**src/design/adc_path_params.svh**
```systemverilog
// register indices, field positions, reset values and rate counts of the converter control
`ifndef ADC_PATH_PARAMS_SVH
`define ADC_PATH_PARAMS_SVH
`define IDX_RADIO_FILTER_CFG 16'hFE40
`define IDX_CONV_FILTER_CFG 16'hFE41
`define IDX_ROUTE_CFG 16'hFE42
`define IDX_CLOCK_CTRL 16'hFE43
`define IDX_PATH_STATUS 16'hFE44
`define IDX_LEFT_LOW 16'hFE46
`define IDX_LEFT_HIGH 16'hFE47
`define IDX_RIGHT_LOW 16'hFE48
`define IDX_RIGHT_HIGH 16'hFE49
`define IDX_MONO_LOW 16'hFE4A
`define IDX_MONO_HIGH 16'hFE4B
`define IDX_FM_LEFT_LOW 16'hFE4E
`define IDX_FM_LEFT_HIGH 16'hFE4F
`define IDX_FM_RIGHT_LOW 16'hFE50
`define IDX_FM_RIGHT_HIGH 16'hFE51
`define BIT_FILTER_SOFT_RESET 6
`define BIT_CHANNEL_SWAP 9
`define POS_DECIM_INPUT 7
`define POS_MONO_RATE 5
`define POS_STEREO_RATE 3
`define BIT_RADIO_DECIM_EN 2
`define BIT_MONO_EN 1
`define BIT_STEREO_EN 0
`define POS_CH1_SELECT 0
`define POS_CH2_SELECT 4
`define BIT_CONV_CLOCK_OFF 0
`define BIT_RADIO_CLOCK_OFF 1
`define RST_RADIO_FILTER_CFG 16'h0000
`define RST_CONV_FILTER_CFG 16'h0000
`define RST_ROUTE_CFG 16'h0000
`define RST_CLOCK_CTRL 16'h0003
`define DECIM_INPUT_RADIO 2'h0
`define DECIM_BASE 10'h020
`endif

```
**src/design/adc_path_pkg.sv**
```systemverilog
// types shared by the converter input path control
package adc_path_pkg;
    typedef enum logic [2:0] {
        SRC_NONE = 3'h0,
        SRC_LINE_A = 3'h1,
        SRC_LINE_C = 3'h2,
        SRC_LINE_B = 3'h3,
        SRC_LINE_A3 = 3'h5,
        SRC_MIC = 3'h6,
        SRC_RADIO = 3'h7
    } src_t;
    typedef struct packed {
        logic psel;
        logic penable;
        logic pwrite;
        logic [17:0] paddr;
        logic [31:0] pwdata;
    } apb_req_t;
    typedef struct packed {
        logic [31:0] prdata;
        logic pready;
        logic pslverr;
    } apb_rsp_t;
    typedef struct packed {
        logic left_valid;
        logic [23:0] left;
        logic right_valid;
        logic [23:0] right;
        logic mono_valid;
        logic [23:0] mono;
    } conv_samples_t;
    typedef struct packed {
        logic valid;
        logic [17:0] left;
        logic [17:0] right;
    } radio_samples_t;
    typedef struct packed {
        src_t conv1;
        src_t conv2;
        src_t conv3;
        logic conv_clk_en;
        logic radio_clk_en;
        logic analog_clk_en;
        logic rf_clk_en;
        logic frontend_clk;
        logic stereo_tick;
        logic mono_tick;
        logic radio_active;
    } path_out_t;
    typedef struct packed {
        apb_rsp_t rsp;
        path_out_t out;
        logic [15:0] fm_cfg;
        logic [15:0] ad_cfg;
        logic [15:0] route;
        logic [15:0] clk_ctrl;
        logic [23:0] left;
        logic [23:0] right;
        logic [23:0] mono;
        logic [17:0] fml;
        logic [17:0] fmr;
        logic [9:0] scnt;
        logic [9:0] mcnt;
    } state_t;
endpackage

```
**src/design/adc_path_control.sv**
```systemverilog
// converter input routing, clock gating, rate ticks and sample registers behind an APB slave
// How it works
// - with channel_swap set, analog channels 2 and 3 cross so converter 3 takes the channel-2 input.
// - while the radio is in use, converters 1 and 2 are held on the radio pair and only converter 3 is free.
// - every register of the block runs from the single crystal_input_clock.
// - analog and RF clocking switches on by itself when the matching blocks are enabled.
// - the converter front end runs at half the crystal clock whatever rate is chosen.
// - output rates from 24 kHz to 192 kHz come from decimation by 256 down to 32 of the half-rate front end.
// - a 24-bit result shows bits 23:8 in its high word and bits 7:0 in bits 15:8 of its low word.
// - an 18-bit radio result shows bits 17:2 in its high word and bits 1:0 in bits 15:14 of its low word.
// - converter 1 select codes 010,110,000,101,100 pick line a, line b, line c, mic pair a and radio I.
// - converter 2 decodes the same codes for its own inputs, and takes line_a_ch3 when swapped.
// - converter_filter_cfg holds swap 9, decimator input 8:7, mono rate 6:5, stereo rate 4:3, enables 2..0.
// - filter_soft_reset bit 6 enables the filters; clearing then setting it realigns stereo and mono.
`timescale 1ns/1ps
`include "adc_path_params.svh"
module adc_path_control #(
    parameter int SAMPLE_W = 24,
    parameter int RADIO_W = 18
) (
    input wire logic I_CLK,
    input wire logic I_RST_N,
    input wire adc_path_pkg::apb_req_t I_APB,
    input wire adc_path_pkg::conv_samples_t I_CONV,
    input wire adc_path_pkg::radio_samples_t I_RADIO,
    output adc_path_pkg::apb_rsp_t O_APB,
    output adc_path_pkg::path_out_t O_PATH
);
    import adc_path_pkg::*;

    if (SAMPLE_W != 24 || RADIO_W != 18)
    begin : g_width_check
        $error("sample widths other than 24 and 18 are not supported");
    end

    state_t q_reg;
    state_t q_next;
    logic [15:0] idx;
    src_t c1_code;
    src_t c2_code;
    logic ract;
    logic srun;
    logic mrun;

    // select bits are ordered radio, line, mic
    function automatic src_t route_code(input logic [2:0] sel);
        case (sel)
            3'h2: route_code = SRC_LINE_A;
            3'h6: route_code = SRC_LINE_B;
            3'h0: route_code = SRC_LINE_C;
            3'h5: route_code = SRC_MIC;
            3'h4: route_code = SRC_RADIO;
            default: route_code = SRC_NONE;
        endcase
    endfunction

    // crystal cycles per output sample: front end at half rate, then decimation
    function automatic logic [9:0] decim_period(input logic [1:0] code);
        decim_period = 10'(({1'b0, `DECIM_BASE} << code) << 1);
        // code 3 gives 512, the longest period; still fits ten bits
    endfunction

    function automatic logic mapped(input logic [15:0] i);
        case (i)
            `IDX_RADIO_FILTER_CFG, `IDX_CONV_FILTER_CFG, `IDX_ROUTE_CFG, `IDX_CLOCK_CTRL,
            `IDX_PATH_STATUS, `IDX_LEFT_LOW, `IDX_LEFT_HIGH, `IDX_RIGHT_LOW, `IDX_RIGHT_HIGH,
            `IDX_MONO_LOW, `IDX_MONO_HIGH, `IDX_FM_LEFT_LOW, `IDX_FM_LEFT_HIGH,
            `IDX_FM_RIGHT_LOW, `IDX_FM_RIGHT_HIGH: mapped = 1'b1;
            default: mapped = 1'b0;
        endcase
    endfunction

    function automatic logic [15:0] rd_word(input state_t s, input logic [15:0] i);
        case (i)
            `IDX_RADIO_FILTER_CFG: rd_word = s.fm_cfg;
            `IDX_CONV_FILTER_CFG: rd_word = s.ad_cfg;
            `IDX_ROUTE_CFG: rd_word = s.route;
            `IDX_CLOCK_CTRL: rd_word = s.clk_ctrl;
            `IDX_PATH_STATUS: rd_word = {7'h00, s.out.conv3, s.out.conv2, s.out.conv1};
            `IDX_LEFT_LOW: rd_word = {s.left[7:0], 8'h00};
            `IDX_LEFT_HIGH: rd_word = s.left[23:8];
            `IDX_RIGHT_LOW: rd_word = {s.right[7:0], 8'h00};
            `IDX_RIGHT_HIGH: rd_word = s.right[23:8];
            `IDX_MONO_LOW: rd_word = {s.mono[7:0], 8'h00};
            `IDX_MONO_HIGH: rd_word = s.mono[23:8];
            `IDX_FM_LEFT_LOW: rd_word = {s.fml[1:0], 14'h0000};
            `IDX_FM_LEFT_HIGH: rd_word = s.fml[17:2];
            `IDX_FM_RIGHT_LOW: rd_word = {s.fmr[1:0], 14'h0000};
            `IDX_FM_RIGHT_HIGH: rd_word = s.fmr[17:2];
            default: rd_word = 16'h0000;
        endcase
    endfunction

    assign idx = I_APB.paddr[17:2];
    assign c1_code = route_code(q_reg.route[`POS_CH1_SELECT +: 3]);
    assign c2_code = route_code(q_reg.route[`POS_CH2_SELECT +: 3]);
    // radio owns converters 1 and 2 while its decimator takes the demodulator
    assign ract = q_reg.ad_cfg[`BIT_RADIO_DECIM_EN] && !q_reg.clk_ctrl[`BIT_RADIO_CLOCK_OFF]
        && (q_reg.ad_cfg[`POS_DECIM_INPUT +: 2] == `DECIM_INPUT_RADIO);
    // counters stay cleared while the soft reset is low, so both restart in phase
    assign srun = q_reg.fm_cfg[`BIT_FILTER_SOFT_RESET] && !q_reg.clk_ctrl[`BIT_CONV_CLOCK_OFF]
        && q_reg.ad_cfg[`BIT_STEREO_EN];
    assign mrun = q_reg.fm_cfg[`BIT_FILTER_SOFT_RESET] && !q_reg.clk_ctrl[`BIT_CONV_CLOCK_OFF]
        && q_reg.ad_cfg[`BIT_MONO_EN];

    always_comb
    begin
        q_next = q_reg;
        q_next.rsp.pready = 1'b0;
        q_next.rsp.pslverr = 1'b0;
        // answer one cycle after setup; read data is the snapshot at setup
        if (I_APB.psel && !I_APB.penable)
        begin
            q_next.rsp.pready = 1'b1;
            q_next.rsp.prdata = {16'h0000, rd_word(q_reg, idx)};
            q_next.rsp.pslverr = !mapped(idx) || (I_APB.paddr[1:0] != 2'h0);
        end
        if (I_APB.psel && I_APB.penable && q_reg.rsp.pready && I_APB.pwrite && !q_reg.rsp.pslverr)
        begin
            case (idx)
                `IDX_RADIO_FILTER_CFG: q_next.fm_cfg = I_APB.pwdata[15:0];
                `IDX_CONV_FILTER_CFG: q_next.ad_cfg = {6'h00, I_APB.pwdata[9:0]};
                `IDX_ROUTE_CFG: q_next.route = {9'h000, I_APB.pwdata[6:4], 1'b0, I_APB.pwdata[2:0]};
                `IDX_CLOCK_CTRL: q_next.clk_ctrl = {14'h0000, I_APB.pwdata[1:0]};
                default: q_next.fm_cfg = q_reg.fm_cfg; // sample words are read only
            endcase
        end

        // converter routing
        q_next.out.radio_active = ract;
        q_next.out.conv1 = ract ? SRC_RADIO : c1_code;
        if (ract)
        begin
            q_next.out.conv2 = SRC_RADIO;
            q_next.out.conv3 = q_reg.ad_cfg[`BIT_CHANNEL_SWAP] ? c2_code : SRC_LINE_A3;
        end
        else if (q_reg.ad_cfg[`BIT_CHANNEL_SWAP])
        begin
            q_next.out.conv2 = SRC_LINE_A3;
            q_next.out.conv3 = c2_code;
        end
        else
        begin
            q_next.out.conv2 = c2_code;
            q_next.out.conv3 = SRC_LINE_A3;
        end

        // clock gates
        q_next.out.conv_clk_en = !q_reg.clk_ctrl[`BIT_CONV_CLOCK_OFF];
        q_next.out.radio_clk_en = !q_reg.clk_ctrl[`BIT_RADIO_CLOCK_OFF];
        q_next.out.analog_clk_en = !q_reg.clk_ctrl[`BIT_CONV_CLOCK_OFF]
            && (q_reg.ad_cfg[`BIT_STEREO_EN] || q_reg.ad_cfg[`BIT_MONO_EN]);
        q_next.out.rf_clk_en = ract;
        q_next.out.frontend_clk = !q_reg.out.frontend_clk;

        // output rate ticks
        q_next.out.stereo_tick = 1'b0;
        q_next.out.mono_tick = 1'b0;
        if (!srun)
        begin
            q_next.scnt = 10'h000;
        end
        else if (q_reg.scnt == 10'(decim_period(q_reg.ad_cfg[`POS_STEREO_RATE +: 2]) - 10'h001))
        begin
            q_next.scnt = 10'h000;
            q_next.out.stereo_tick = 1'b1;
        end
        else
        begin
            q_next.scnt = 10'(q_reg.scnt + 10'h001);
        end
        if (!mrun)
        begin
            q_next.mcnt = 10'h000;
        end
        else if (q_reg.mcnt == 10'(decim_period(q_reg.ad_cfg[`POS_MONO_RATE +: 2]) - 10'h001))
        begin
            q_next.mcnt = 10'h000;
            q_next.out.mono_tick = 1'b1;
        end
        else
        begin
            q_next.mcnt = 10'(q_reg.mcnt + 10'h001);
        end

        // sample capture only from filters that are running
        if (srun && I_CONV.left_valid)
        begin
            q_next.left = I_CONV.left;
        end
        if (srun && I_CONV.right_valid)
        begin
            q_next.right = I_CONV.right;
        end
        if (mrun && I_CONV.mono_valid)
        begin
            q_next.mono = I_CONV.mono;
        end
        if (q_reg.fm_cfg[`BIT_FILTER_SOFT_RESET] && q_reg.ad_cfg[`BIT_RADIO_DECIM_EN]
            && !q_reg.clk_ctrl[`BIT_RADIO_CLOCK_OFF] && I_RADIO.valid)
        begin
            q_next.fml = I_RADIO.left;
            q_next.fmr = I_RADIO.right;
        end
    end

    // single crystal clock domain for all of it
    always_ff @(posedge I_CLK or negedge I_RST_N)
    begin
        if (!I_RST_N)
        begin
            q_reg <= '0;
            q_reg.fm_cfg <= `RST_RADIO_FILTER_CFG;
            q_reg.ad_cfg <= `RST_CONV_FILTER_CFG;
            q_reg.route <= `RST_ROUTE_CFG;
            q_reg.clk_ctrl <= `RST_CLOCK_CTRL;
            q_reg.out.conv3 <= SRC_LINE_A3;
            q_reg.out.conv1 <= SRC_LINE_C;
            q_reg.out.conv2 <= SRC_LINE_C;
        end
        else
        begin
            q_reg <= q_next;
        end
    end

    assign O_APB = q_reg.rsp;
    assign O_PATH = q_reg.out;

    // helper: cycles since the previous stereo tick, valid while the setup is steady
    logic [10:0] gap;
    logic gap_ok;
    always_ff @(posedge I_CLK or negedge I_RST_N)
    begin
        if (!I_RST_N)
        begin
            gap <= 11'h000;
            gap_ok <= 1'b0;
        end
        else if (!srun || q_reg.ad_cfg != q_next.ad_cfg)
        begin
            gap <= 11'h000;
            gap_ok <= 1'b0;
        end
        else if (q_reg.out.stereo_tick)
        begin
            gap <= 11'h001;
            gap_ok <= 1'b1;
        end
        else
        begin
            gap <= 11'(gap + 11'h001);
        end
    end

    // helper: radio capture gate, same terms as the capture logic needs
    logic fm_run;
    assign fm_run = q_reg.fm_cfg[`BIT_FILTER_SOFT_RESET] && q_reg.ad_cfg[`BIT_RADIO_DECIM_EN]
        && !q_reg.clk_ctrl[`BIT_RADIO_CLOCK_OFF];
endmodule // adc_path_control

```
**config.mk**
```make
export PLATFORM = sky130hd
export DESIGN_NAME = adc_path_control
export DESIGN_NICKNAME = d
export VERILOG_FILES = /design/src/design/adc_path_pkg.sv /design/src/design/adc_path_control.sv
export VERILOG_INCLUDE_DIRS = /design/src /design/src/design
export SDC_FILE = /design/constraint.sdc
export NUM_CORES = 1
export LEC_CHECK = 0
export ABC_CLOCK_PERIOD_IN_PS = 2300
export BUFFER_PORTS_ARGS = -buffer_cell sky130_fd_sc_hd__buf_4
export CORE_MARGIN = 3
export CORE_UTILIZATION = 54
export DETAILED_ROUTE_END_ITERATION = 10
export PLACE_DENSITY_LB_ADDON = 0.05
export SLEW_MARGIN = 20
export SYNTH_ARGS = -nofsm -noshare
export SYNTH_HDL_FRONTEND = slang
export SYNTH_SLANG_ARGS = --single-unit
```
**constraint.sdc**
```tcl
create_clock -name I_CLK -period 2.3 [get_ports I_CLK]
set_clock_uncertainty 0.1 [all_clocks]
set_input_delay 0.345 -clock I_CLK [delete_from_list [all_inputs] [get_ports I_CLK]]
set_output_delay 0.345 -clock I_CLK [all_outputs]
set_load 0.02 [all_outputs]
```
Word level (Yosys, flattened, before mapping):

Cells that the tools add are included.

* bits of input ports: 167
* register bits after elaboration: 196
* logic and storage cells: 107
* output and inout bits: 51

* equality and inequality tests: 25
* shift-type cells: 2
* muxes and demuxes: 18
* reduce and logical (&&, ||, !) cells: 34
* $add $sub $neg: 4

Operators with widths (number)
* equality test 16 bit, second input constant: 15
* one-hot mux 16 bit (15 select lines): 1
* two-way mux 10 bit: 4
* one-hot mux 3 bit (5 select lines): 2
* adder 10 x 1 -> 10 bit, second input constant: 2
* equality test 10 bit: 2
* subtractor 10 x 1 -> 10 bit, second input constant: 2
* equality test 3 bit, second input constant: 6
* << shifter 6 x 2 -> 9 bit, first input constant: 2
* logical AND 1 bit: 17
* OR reduction 15 bit: 1
* two-way mux 6 bit: 2
* AND reduction 2 bit: 4
* equality test 3 x 2 -> 1 bit, second input constant: 2
* logical NOT 1 bit: 6
* logical NOT 3 bit: 2
* two-way mux 1 bit: 6
* two-way mux 3 bit: 2
* logical NOT 2 bit: 1
* logical OR 1 bit: 2
* two-way mux 2 bit: 1
* nonzero test 2 bit: 1

Logic depth before layout (Yosys ltp):

Gate-level depths: netlist of the first run.

* depth after elaboration: 7
* mapped depth: 8
* mapped depth without buffers: 6

Worst setup path after synthesis of the first run:

No wires, ideal clock.

* kind: in2reg
* start: input port I_APB[41] (netlist bit)
* end: register q_reg[181] (netlist bit)
* cell stages on the path: 7
* setup time: 125 ps
* data arrival time: 2256 ps
* path slack: -181 ps
* buffers on the path: 3
* data required time: 2075 ps
* cells stage by stage: or4b_1 -> clkbuf_2 -> or3_1 -> buf_4 -> nor3_4 -> buf_8 -> mux2_4

* longest elaborated chain between the ends: 2

Ends and longest elaborated chain
* start: declaration: line adc_path_control.sv:23 `input wire adc_path_pkg::apb_req_t I_APB,`
* equality test 16 bit: line adc_path_control.sv:120 `case (idx)`
* AND reduction 2 bit (no source line)
* end signal: assignment: line adc_path_control.sv:223 `q_reg <= q_next;`
* end: declaration: line adc_path_control.sv:36 `state_t q_reg;`

No other way between the ends.
A chain may end at the register's enable or synchronous reset.

Final worst setup path of the first run:

* start: input port I_APB[41] (netlist bit)
* end: register q_reg[128] (netlist bit)

Same word-level chain as after synthesis.

==> qor.tcl, run 1 <==
set qor(final_hold_fails) 0
set qor(final_net_count) 1123
set qor(synth_cell_type_count) 66
set qor(drt_iter0_markers) 484
set qor(netlist_instances) 748
set qor(synth_most_common_cell) {sky130_fd_sc_hd__dfrtp_1}
set qor(tightest_slew_ns) 0.670
set qor(htree_num_levels) 4
set qor(critical_path.startpoint_type) {input pin}
set qor(maxCapViolations) 0
set qor(grt_usage) 0.281
set qor(whs_path_depth) 3
set qor(dr.pass1.iters) 5
set qor(timing.critical_path.arrival_ns) 2.50
set qor(detail-route-antenna-nets) 0
set qor(place.port_buffers) 185
set qor(post-route-cell-area_mm2) 0.0118
set qor(largest_net_degree_at_the_start_of_global_routing) 58
set qor(crit_path_end_kind) {register}
set qor(largest_register_ff_count) 162
set qor(number_of_synthesized_register_bits) 196
set qor(placementRows) 47
set qor(post-route-period-util) 0.976
set qor(global_route_wire_length_before_repair_um) 39700
set qor(clock.fmax_ghz) 0.445
set qor(synth_top_area_cell) {sky130_fd_sc_hd__dfrtp_1}
set qor(cp-startpoint) {I_APB[41]}
set qor(routed_wl_um) 26100
set qor(rr_startpoint) {q_reg[128]}
set qor(ir_worst_vdd_uv) 614
set qor(syn_area_per_cell_um2) 12.4
set qor(synth_top_cell_area_share) 0.511
set qor(layout-area-overhead-vs-synth_pct) 26.8
set qor(maxSlewViolCount) 0
set qor(global_route.overflow_total) 0
set qor(grt_antenna_before_repair) 0
set qor(io-pin-count) 218
set qor(netlist_top_cells_area) {sky130_fd_sc_hd__dfrtp_1 (51%), sky130_fd_sc_hd__mux2_2 (16%), sky130_fd_sc_hd__buf_4 (4.2%), sky130_fd_sc_hd__a22oi_1 (1.9%), sky130_fd_sc_hd__dfstp_2 (1.7%)}
set qor(worst_hold_path_type) {input pin to register}
set qor(synth-edff-count) 0
set qor(fillers) 1237
set qor(synth_seq_area_share) 0.528
set qor(setup_repair_after_global_routing_missed_its_margin) {no}
set qor(crit_path_max_fanout) 12
set qor(diodes) 0
set qor(fp.dieW_um) 137
set qor(run_status) {completed}
set qor(cts_tree) {done}
set qor(post_synth_instance_area_mm2) 0.00930
set qor(worst_setup_path_class) {input pin to register}
set qor(clkLatencyLatePin_ns) 0.43
set qor(slew_headroom) 0.553
set qor(fraction_of_registers_with_async_set_reset) 1.00
set qor(fin_util) 0.706
set qor(worst-r2r-cell-count) 5
set qor(worstReg2RegEnd) {q_reg[56]}
set qor(tritoncts_num_sinks) 196
set qor(die-height_um) 137
set qor(timing.hold.worst_endpoint) {O_APB[0]}
set qor(post-dp-hpwl_um) 19600
set qor(finalSetupViolations) 0
set qor(cts.clk_slew.worst_paths_ns) 0.08
set qor(first_global_vias) 7263
set qor(ctsRootBufferMaster) {sky130_fd_sc_hd__clkbuf_16}
set qor(worst-endpoint-required_ns) 2.55
set qor(cts-buffers-inserted) 17
set qor(initial_core_util) 0.557
set qor(cts-resized-gates) 0
set qor(clock_path_buffers) 2
set qor(drt-vias-per-instance) 5.82
set qor(dieArea_mm2) 0.0188
set qor(ff2ff_setup_slack_ns) 0.30
set qor(min_from) {I_APB[32]}
set qor(yosys_warnings) 0
set qor(cellLeakagePower_nw) 5.81
set qor(place_congestion) 0.887
set qor(via_count) 6911
set qor(power_density_mw_per_mm2) 593
set qor(proportion_of_layout_cells_with_a_drive_suffix_above_1) 0.474
set qor(post_dp_cell_area_mm2) 0.0112
set qor(core_region_area_mm2) 0.0167
set qor(drc) 0
set qor(fin_crit_ns) 2.25
set qor(postSynth.topFlopCell) {sky130_fd_sc_hd__dfrtp_1}
set qor(wire_per_inst_um) 22.0
set qor(yosys-top-cells-count) {sky130_fd_sc_hd__dfrtp_1 (190), sky130_fd_sc_hd__mux2_2 (133), sky130_fd_sc_hd__buf_4 (52)}
-- area by class of cell --
| class | instances | area (um^2) | share of cell area |
|---|---|---|---|
| timing repair buffer | 258 | 2060 | 0.174 |
| sequential | 196 | 4910 | 0.416 |
| clock inverter | 13 | 165 | 0.0140 |
| tap | 220 | 275 | 0.0233 |
| inverter | 11 | 41.3 | 0.00350 |
| clock buffer | 19 | 453 | 0.0384 |
| multi-input combinational | 470 | 3890 | 0.330 |
-- worst max-delay path: stages --
cell and delay (ns):
sky130_fd_sc_hd__buf_4 0.11, sky130_fd_sc_hd__or4b_1 0.57, sky130_fd_sc_hd__buf_4 0.23, sky130_fd_sc_hd__or4_1 0.52
sky130_fd_sc_hd__nor4_1 0.38, sky130_fd_sc_hd__buf_4 0.21, sky130_fd_sc_hd__nand2_1 0.05, sky130_fd_sc_hd__o21ai_0 0.08
-- how the worst max path moves through the flow --
| stage | slack [ns] | depth (start not counted) | endpoint |
|---|---|---|---|
| 6_report | 0.05 | 8 | q_reg[128] |
| 5_1_grt | 0.006 | 9 | O_APB[12] |
| 4_1_cts | 0.09 | 8 | q_reg[128] |
| 3_5_place_dp | -0.35 | 8 | q_reg[128] |
| 3_3_place_gp | -0.34 | 8 | q_reg[128] |
| 2_1_floorplan | -0.13 | 7 | q_reg[181] |
-- routing by layer --
layer | global-route usage | up-vias | wire length [um]
met5 | 0 | - | 0
met3 | 0.0522 | 32 | 1760
met2 | 0.468 | 267 | 13000
met1 | 0.381 | 3496 | 11000
li1 | - | 3116 | -
met4 | 0.0715 | 0 | 403
-- stage by stage --
stage	hold WS, ns	setup TNS (ns)	power, W	setup slack, ns	std cells
finish	0.0339	0	0.00700	0.0546	1187
global route	0.0250	0	0.00721	0.00621	1187
CTS	0.0225	0	0.00704	0.0865	1186
detailed placement	0.261	-8.45	0.00398	-0.348	1153
global placement	0.254	-7.58	0.00397	-0.336	1153
floorplan	-0.0506	-2.57	0.00365	-0.126	763
-- report_power, final --
| part | switching [W] | internal [W] |
|---|---|---|
| registers | 0.00000276 | 0.00345 |
| logic | 0.000233 | 0.000231 |
| clock network | 0.00138 | 0.00170 |
| total | 0.00162 | 0.00538 |
-- repair_timing --
action,CTS,global route
buffers inserted,0,1
endpoints found under the setup margin,0,1
hold buffers,1,0
hold endpoints to repair,52,0
-- layout by cell type (no fill, tap or decap), types with 6 or more instances in the layout --
cell type / count
sky130_fd_sc_hd__a32oi_1: 12
sky130_fd_sc_hd__nand2_1: 41
sky130_fd_sc_hd__xor2_1: 10
sky130_fd_sc_hd__clkbuf_16: 17
sky130_fd_sc_hd__buf_12: 9
sky130_fd_sc_hd__a31oi_1: 6
sky130_fd_sc_hd__and3_1: 14
sky130_fd_sc_hd__o21ai_0: 11
sky130_fd_sc_hd__mux2_2: 128
sky130_fd_sc_hd__nand3_1: 10
sky130_fd_sc_hd__a222oi_1: 7
sky130_fd_sc_hd__buf_4: 247
sky130_fd_sc_hd__nor4_1: 16
sky130_fd_sc_hd__xnor2_1: 10
sky130_fd_sc_hd__a22oi_1: 24
sky130_fd_sc_hd__inv_1: 11
sky130_fd_sc_hd__conb_1: 16
sky130_fd_sc_hd__nor2_1: 33
sky130_fd_sc_hd__dfrtp_1: 190
sky130_fd_sc_hd__dfstp_2: 6
sky130_fd_sc_hd__mux2_4: 15
sky130_fd_sc_hd__a22o_1: 7
sky130_fd_sc_hd__a221oi_1: 15
sky130_fd_sc_hd__nor4_2: 10
sky130_fd_sc_hd__and2_1: 8
-- kinds of logic after synthesis --
| family | count (synthesis) | share of synthesized area |
|---|---|---|
| xor+xnor | 20 | 0.0188 |
| other cells | 1 | 0.000403 |
| fa+ha+maj | 4 | 0.00484 |
| mux | 146 | 0.180 |
| buf+inv | 97 | 0.0628 |
| compound gates | 105 | 0.0888 |
| flops | 196 | 0.528 |
| simple gates | 179 | 0.116 |
Note: power is estimated with default switching activity, not from simulation.
==> inputs of run 2 (changes only) <==
--- a/config.mk
+++ b/config.mk
@@ -8,10 +8,12 @@
 export LEC_CHECK = 0
 export ABC_CLOCK_PERIOD_IN_PS = 2300
 export BUFFER_PORTS_ARGS = -buffer_cell sky130_fd_sc_hd__buf_4
+export CAP_MARGIN = 10
 export CORE_MARGIN = 3
 export CORE_UTILIZATION = 54
 export DETAILED_ROUTE_END_ITERATION = 10
 export PLACE_DENSITY_LB_ADDON = 0.05
+export SETUP_SLACK_MARGIN = 0.5
 export SLEW_MARGIN = 20
 export SYNTH_ARGS = -nofsm -noshare
 export SYNTH_HDL_FRONTEND = slang
==> run 2 against run 1 <==
Global-route usage grew 1.1 points. Hold slack gained 0.0033 ns. Utilization grew 4.8 points. Largest cell class unchanged. Setup slack gained 0.24 ns.
==> qor.tcl, run 2 (synthesis gave the netlist of run 1 again) <==
set qor(run_status) {completed}
set qor(global_route.overflow_total) 0 ;# unchanged
set qor(power_report.internal_total_w) 0.00544 ;# +1.1%
set qor(place.port_buffers) 185 ;# unchanged
set qor(setup_repair_after_global_routing_missed_its_margin) {yes}
set qor(critical_path.startpoint_type) {input pin}
set qor(net-switching-power_w) 0.00164 ;# +1.1%
set qor(min_from) {I_CONV[69]}
set qor(worst_hold_path_type) {input pin to register}
set qor(drt_iter0_markers) 653 ;# +35%
set qor(place_congestion) 0.874 ;# -1.5%
set qor(io-pin-count) 218 ;# unchanged
set qor(worst-r2r-cell-count) 5 ;# unchanged
set qor(fraction_of_power_consumed_by_sequential_logic) 0.488 ;# -0.005
set qor(crit_path_end_kind) {register}
set qor(tritoncts_num_sinks) 196 ;# unchanged
set qor(diodes) 0 ;# unchanged
set qor(grt.met3_usage) 0.0804 ;# +0.0281
set qor(grt_antenna_before_repair) 1 ;# +1
set qor(fp.dieW_um) 137 ;# unchanged
set qor(die-height_um) 137 ;# unchanged
set qor(post-route-period-util) 0.871 ;# -0.105
set qor(drc) 0 ;# unchanged
set qor(worst_setup_path_class) {input pin to register}
set qor(clock_path_buffers) 2 ;# unchanged
set qor(htree_num_levels) 4 ;# unchanged
set qor(global_route_wire_length_before_repair_um) 41400 ;# +4.3%
set qor(clock.fmax_ghz) 0.499 ;# +12%
set qor(cts-buffers-inserted) 17 ;# unchanged
set qor(worstReg2RegEnd) {q_reg[168]}
set qor(core_region_area_mm2) 0.0167 ;# unchanged
set qor(maxSlewViolCount) 0 ;# unchanged
set qor(fin_util) 0.755 ;# +0.0481
set qor(timing.hold.worst_endpoint) {q_reg[123]}
set qor(gr-usage-met1) 0.388 ;# +0.00721
set qor(slew_headroom) 0.585 ;# +0.0313
set qor(ctsRootBufferMaster) {sky130_fd_sc_hd__clkbuf_16}
set qor(clock_power_share) 0.443 ;# +0.002
set qor(cellLeakagePower_nw) 6.22 ;# +7.0%
set qor(grt_usage) 0.291 ;# +0.0106
set qor(tightest_slew_ns) 0.623 ;# -0.0474 ns
set qor(layout-area-overhead-vs-synth_pct) 35.5
set qor(gr-max-usage-layer) {met2}
set qor(p_sw_frac) 0.232 ;# about the same
set qor(dieArea_mm2) 0.0188 ;# unchanged
set qor(largest_net_degree_at_the_start_of_global_routing) 59 ;# +1.7%
set qor(first_global_vias) 7376 ;# +1.6%
set qor(fin_crit_ns) 2.00 ;# -0.242 ns
set qor(wire_per_inst_um) 23.2 ;# +5.5%
set qor(timing.critical_path.arrival_ns) 2.22 ;# -0.28 ns
set qor(post_dp_cell_area_mm2) 0.0111 ;# -0.18%
set qor(final_hold_fails) 0 ;# unchanged
set qor(whs_path_depth) 2 ;# -1
set qor(placementRows) 47 ;# unchanged
set qor(worst-endpoint-required_ns) 2.52 ;# -0.03 ns
set qor(cts.clk_slew.worst_paths_ns) 0.07 ;# about the same
set qor(gr-usage-met2) 0.468 ;# +0.000545
set qor(layout.cells.most_common) {sky130_fd_sc_hd__buf_4}
set qor(layout_common_cells) {sky130_fd_sc_hd__buf_4 (250), sky130_fd_sc_hd__dfrtp_1 (186), sky130_fd_sc_hd__mux2_2 (121)}
set qor(proportion_of_layout_cells_with_a_drive_suffix_above_1) 0.540 ;# +0.0665
set qor(post-route-cell-area_mm2) 0.0126 ;# +6.8%
set qor(cts_tree) {done}
set qor(clkLatencyLatePin_ns) 0.43 ;# about the same
set qor(post-dp-hpwl_um) 19000 ;# -2.9%
set qor(final_net_count) 1152 ;# +2.6%
set qor(maxCapViolations) 0 ;# unchanged
set qor(dr.pass1.iters) 6 ;# +1
set qor(ff2ff_setup_slack_ns) 0.43 ;# +0.13 ns
set qor(largest_register_ff_count) 162 ;# unchanged
set qor(initial_core_util) 0.557 ;# unchanged
set qor(detail-route-antenna-nets) 0 ;# unchanged
set qor(power_density_mw_per_mm2) 561 ;# -5.3%
set qor(routed_wl_um) 28200 ;# +8.0%
set qor(comb_power_share) 0.069 ;# +0.003
set qor(ir_worst_vdd_uv) 521 ;# -15%
set qor(rr_startpoint) {O_APB[1]}
set qor(crit_path_max_fanout) 8 ;# -4
set qor(finalSetupViolations) 0 ;# unchanged
set qor(drt-vias-per-instance) 5.97 ;# +2.5%
set qor(via_count) 7257 ;# +5.0%
set qor(total_power_w) 0.00707 ;# +1.1%
-- run 2: metrics by stage --
step	instances	setup TNS [ns]	setup WS (ns)	hold WS [ns]
after CTS	1200	0	0.292	0.0283
after floorplan	763	-2.52	-0.126	-0.0506
after detailed placement	1148	-9.32	-0.292	0.186
final	1216	0	0.297	0.0372
after global placement	1148	-8.31	-0.278	0.183
after global routing	1216	0	0.258	0.0318
-- run 2: worst max-delay path by stage --
stage              start    endpoint  slack (ns)
2_1_floorplan  I_APB[41]  q_reg[181]       -0.13
5_1_grt        I_APB[38]  q_reg[129]        0.26
6_report       I_APB[38]  q_reg[168]        0.30
3_3_place_gp   I_APB[41]    O_APB[4]       -0.28
4_1_cts        I_APB[39]  q_reg[129]        0.29
3_5_place_dp   I_APB[41]    O_APB[4]       -0.29
-- run 2: layout make-up --
cell class	count	area, um^2
flip-flops and latches	196	4920
multi-input cells	470	4280
fillers	1095	4100
repair buffers	287	2470
clock buffers	17	425
well taps	220	275
clock inverters	15	191
inverters	11	41.3
-- run 2: worst max-delay path: stages --
cell,delay (ns)
sky130_fd_sc_hd__buf_6,0.09
sky130_fd_sc_hd__or4b_4,0.61
sky130_fd_sc_hd__or3_4,0.42
sky130_fd_sc_hd__nor3_4,0.23
sky130_fd_sc_hd__buf_12,0.18
sky130_fd_sc_hd__mux2_2,0.33
-- run 2: what timing repair did --
action                                  4_1_cts  5_1_grt
gates cloned                                  4        3
endpoints found under the hold margin        34        0
pin swaps                                    21       22
setup buffers                                15       13
endpoints found under the setup margin      138      148
hold buffers                                  1        0
resized for setup                            73       34
-- run 2: layer usage --
metal	up-vias	wire, um	share of wire
met5	-	0	0
met4	0	881	0.031
met3	58	2450	0.087
met2	369	13700	0.49
li1	3172	-	-
met1	3658	11200	0.40
-- run 2: power by group through the flow --
stage | Clock (W) | Combinational [W] | Sequential, W
6_report | 0.00313 | 0.000491 | 0.00345
5_1_grt | 0.00329 | 0.000530 | 0.00345
4_1_cts | 0.00316 | 0.000484 | 0.00345
3_5_place_dp | 0 | 0.000456 | 0.00352
3_3_place_gp | 0 | 0.000448 | 0.00352
2_1_floorplan | 0 | 0.000136 | 0.00352
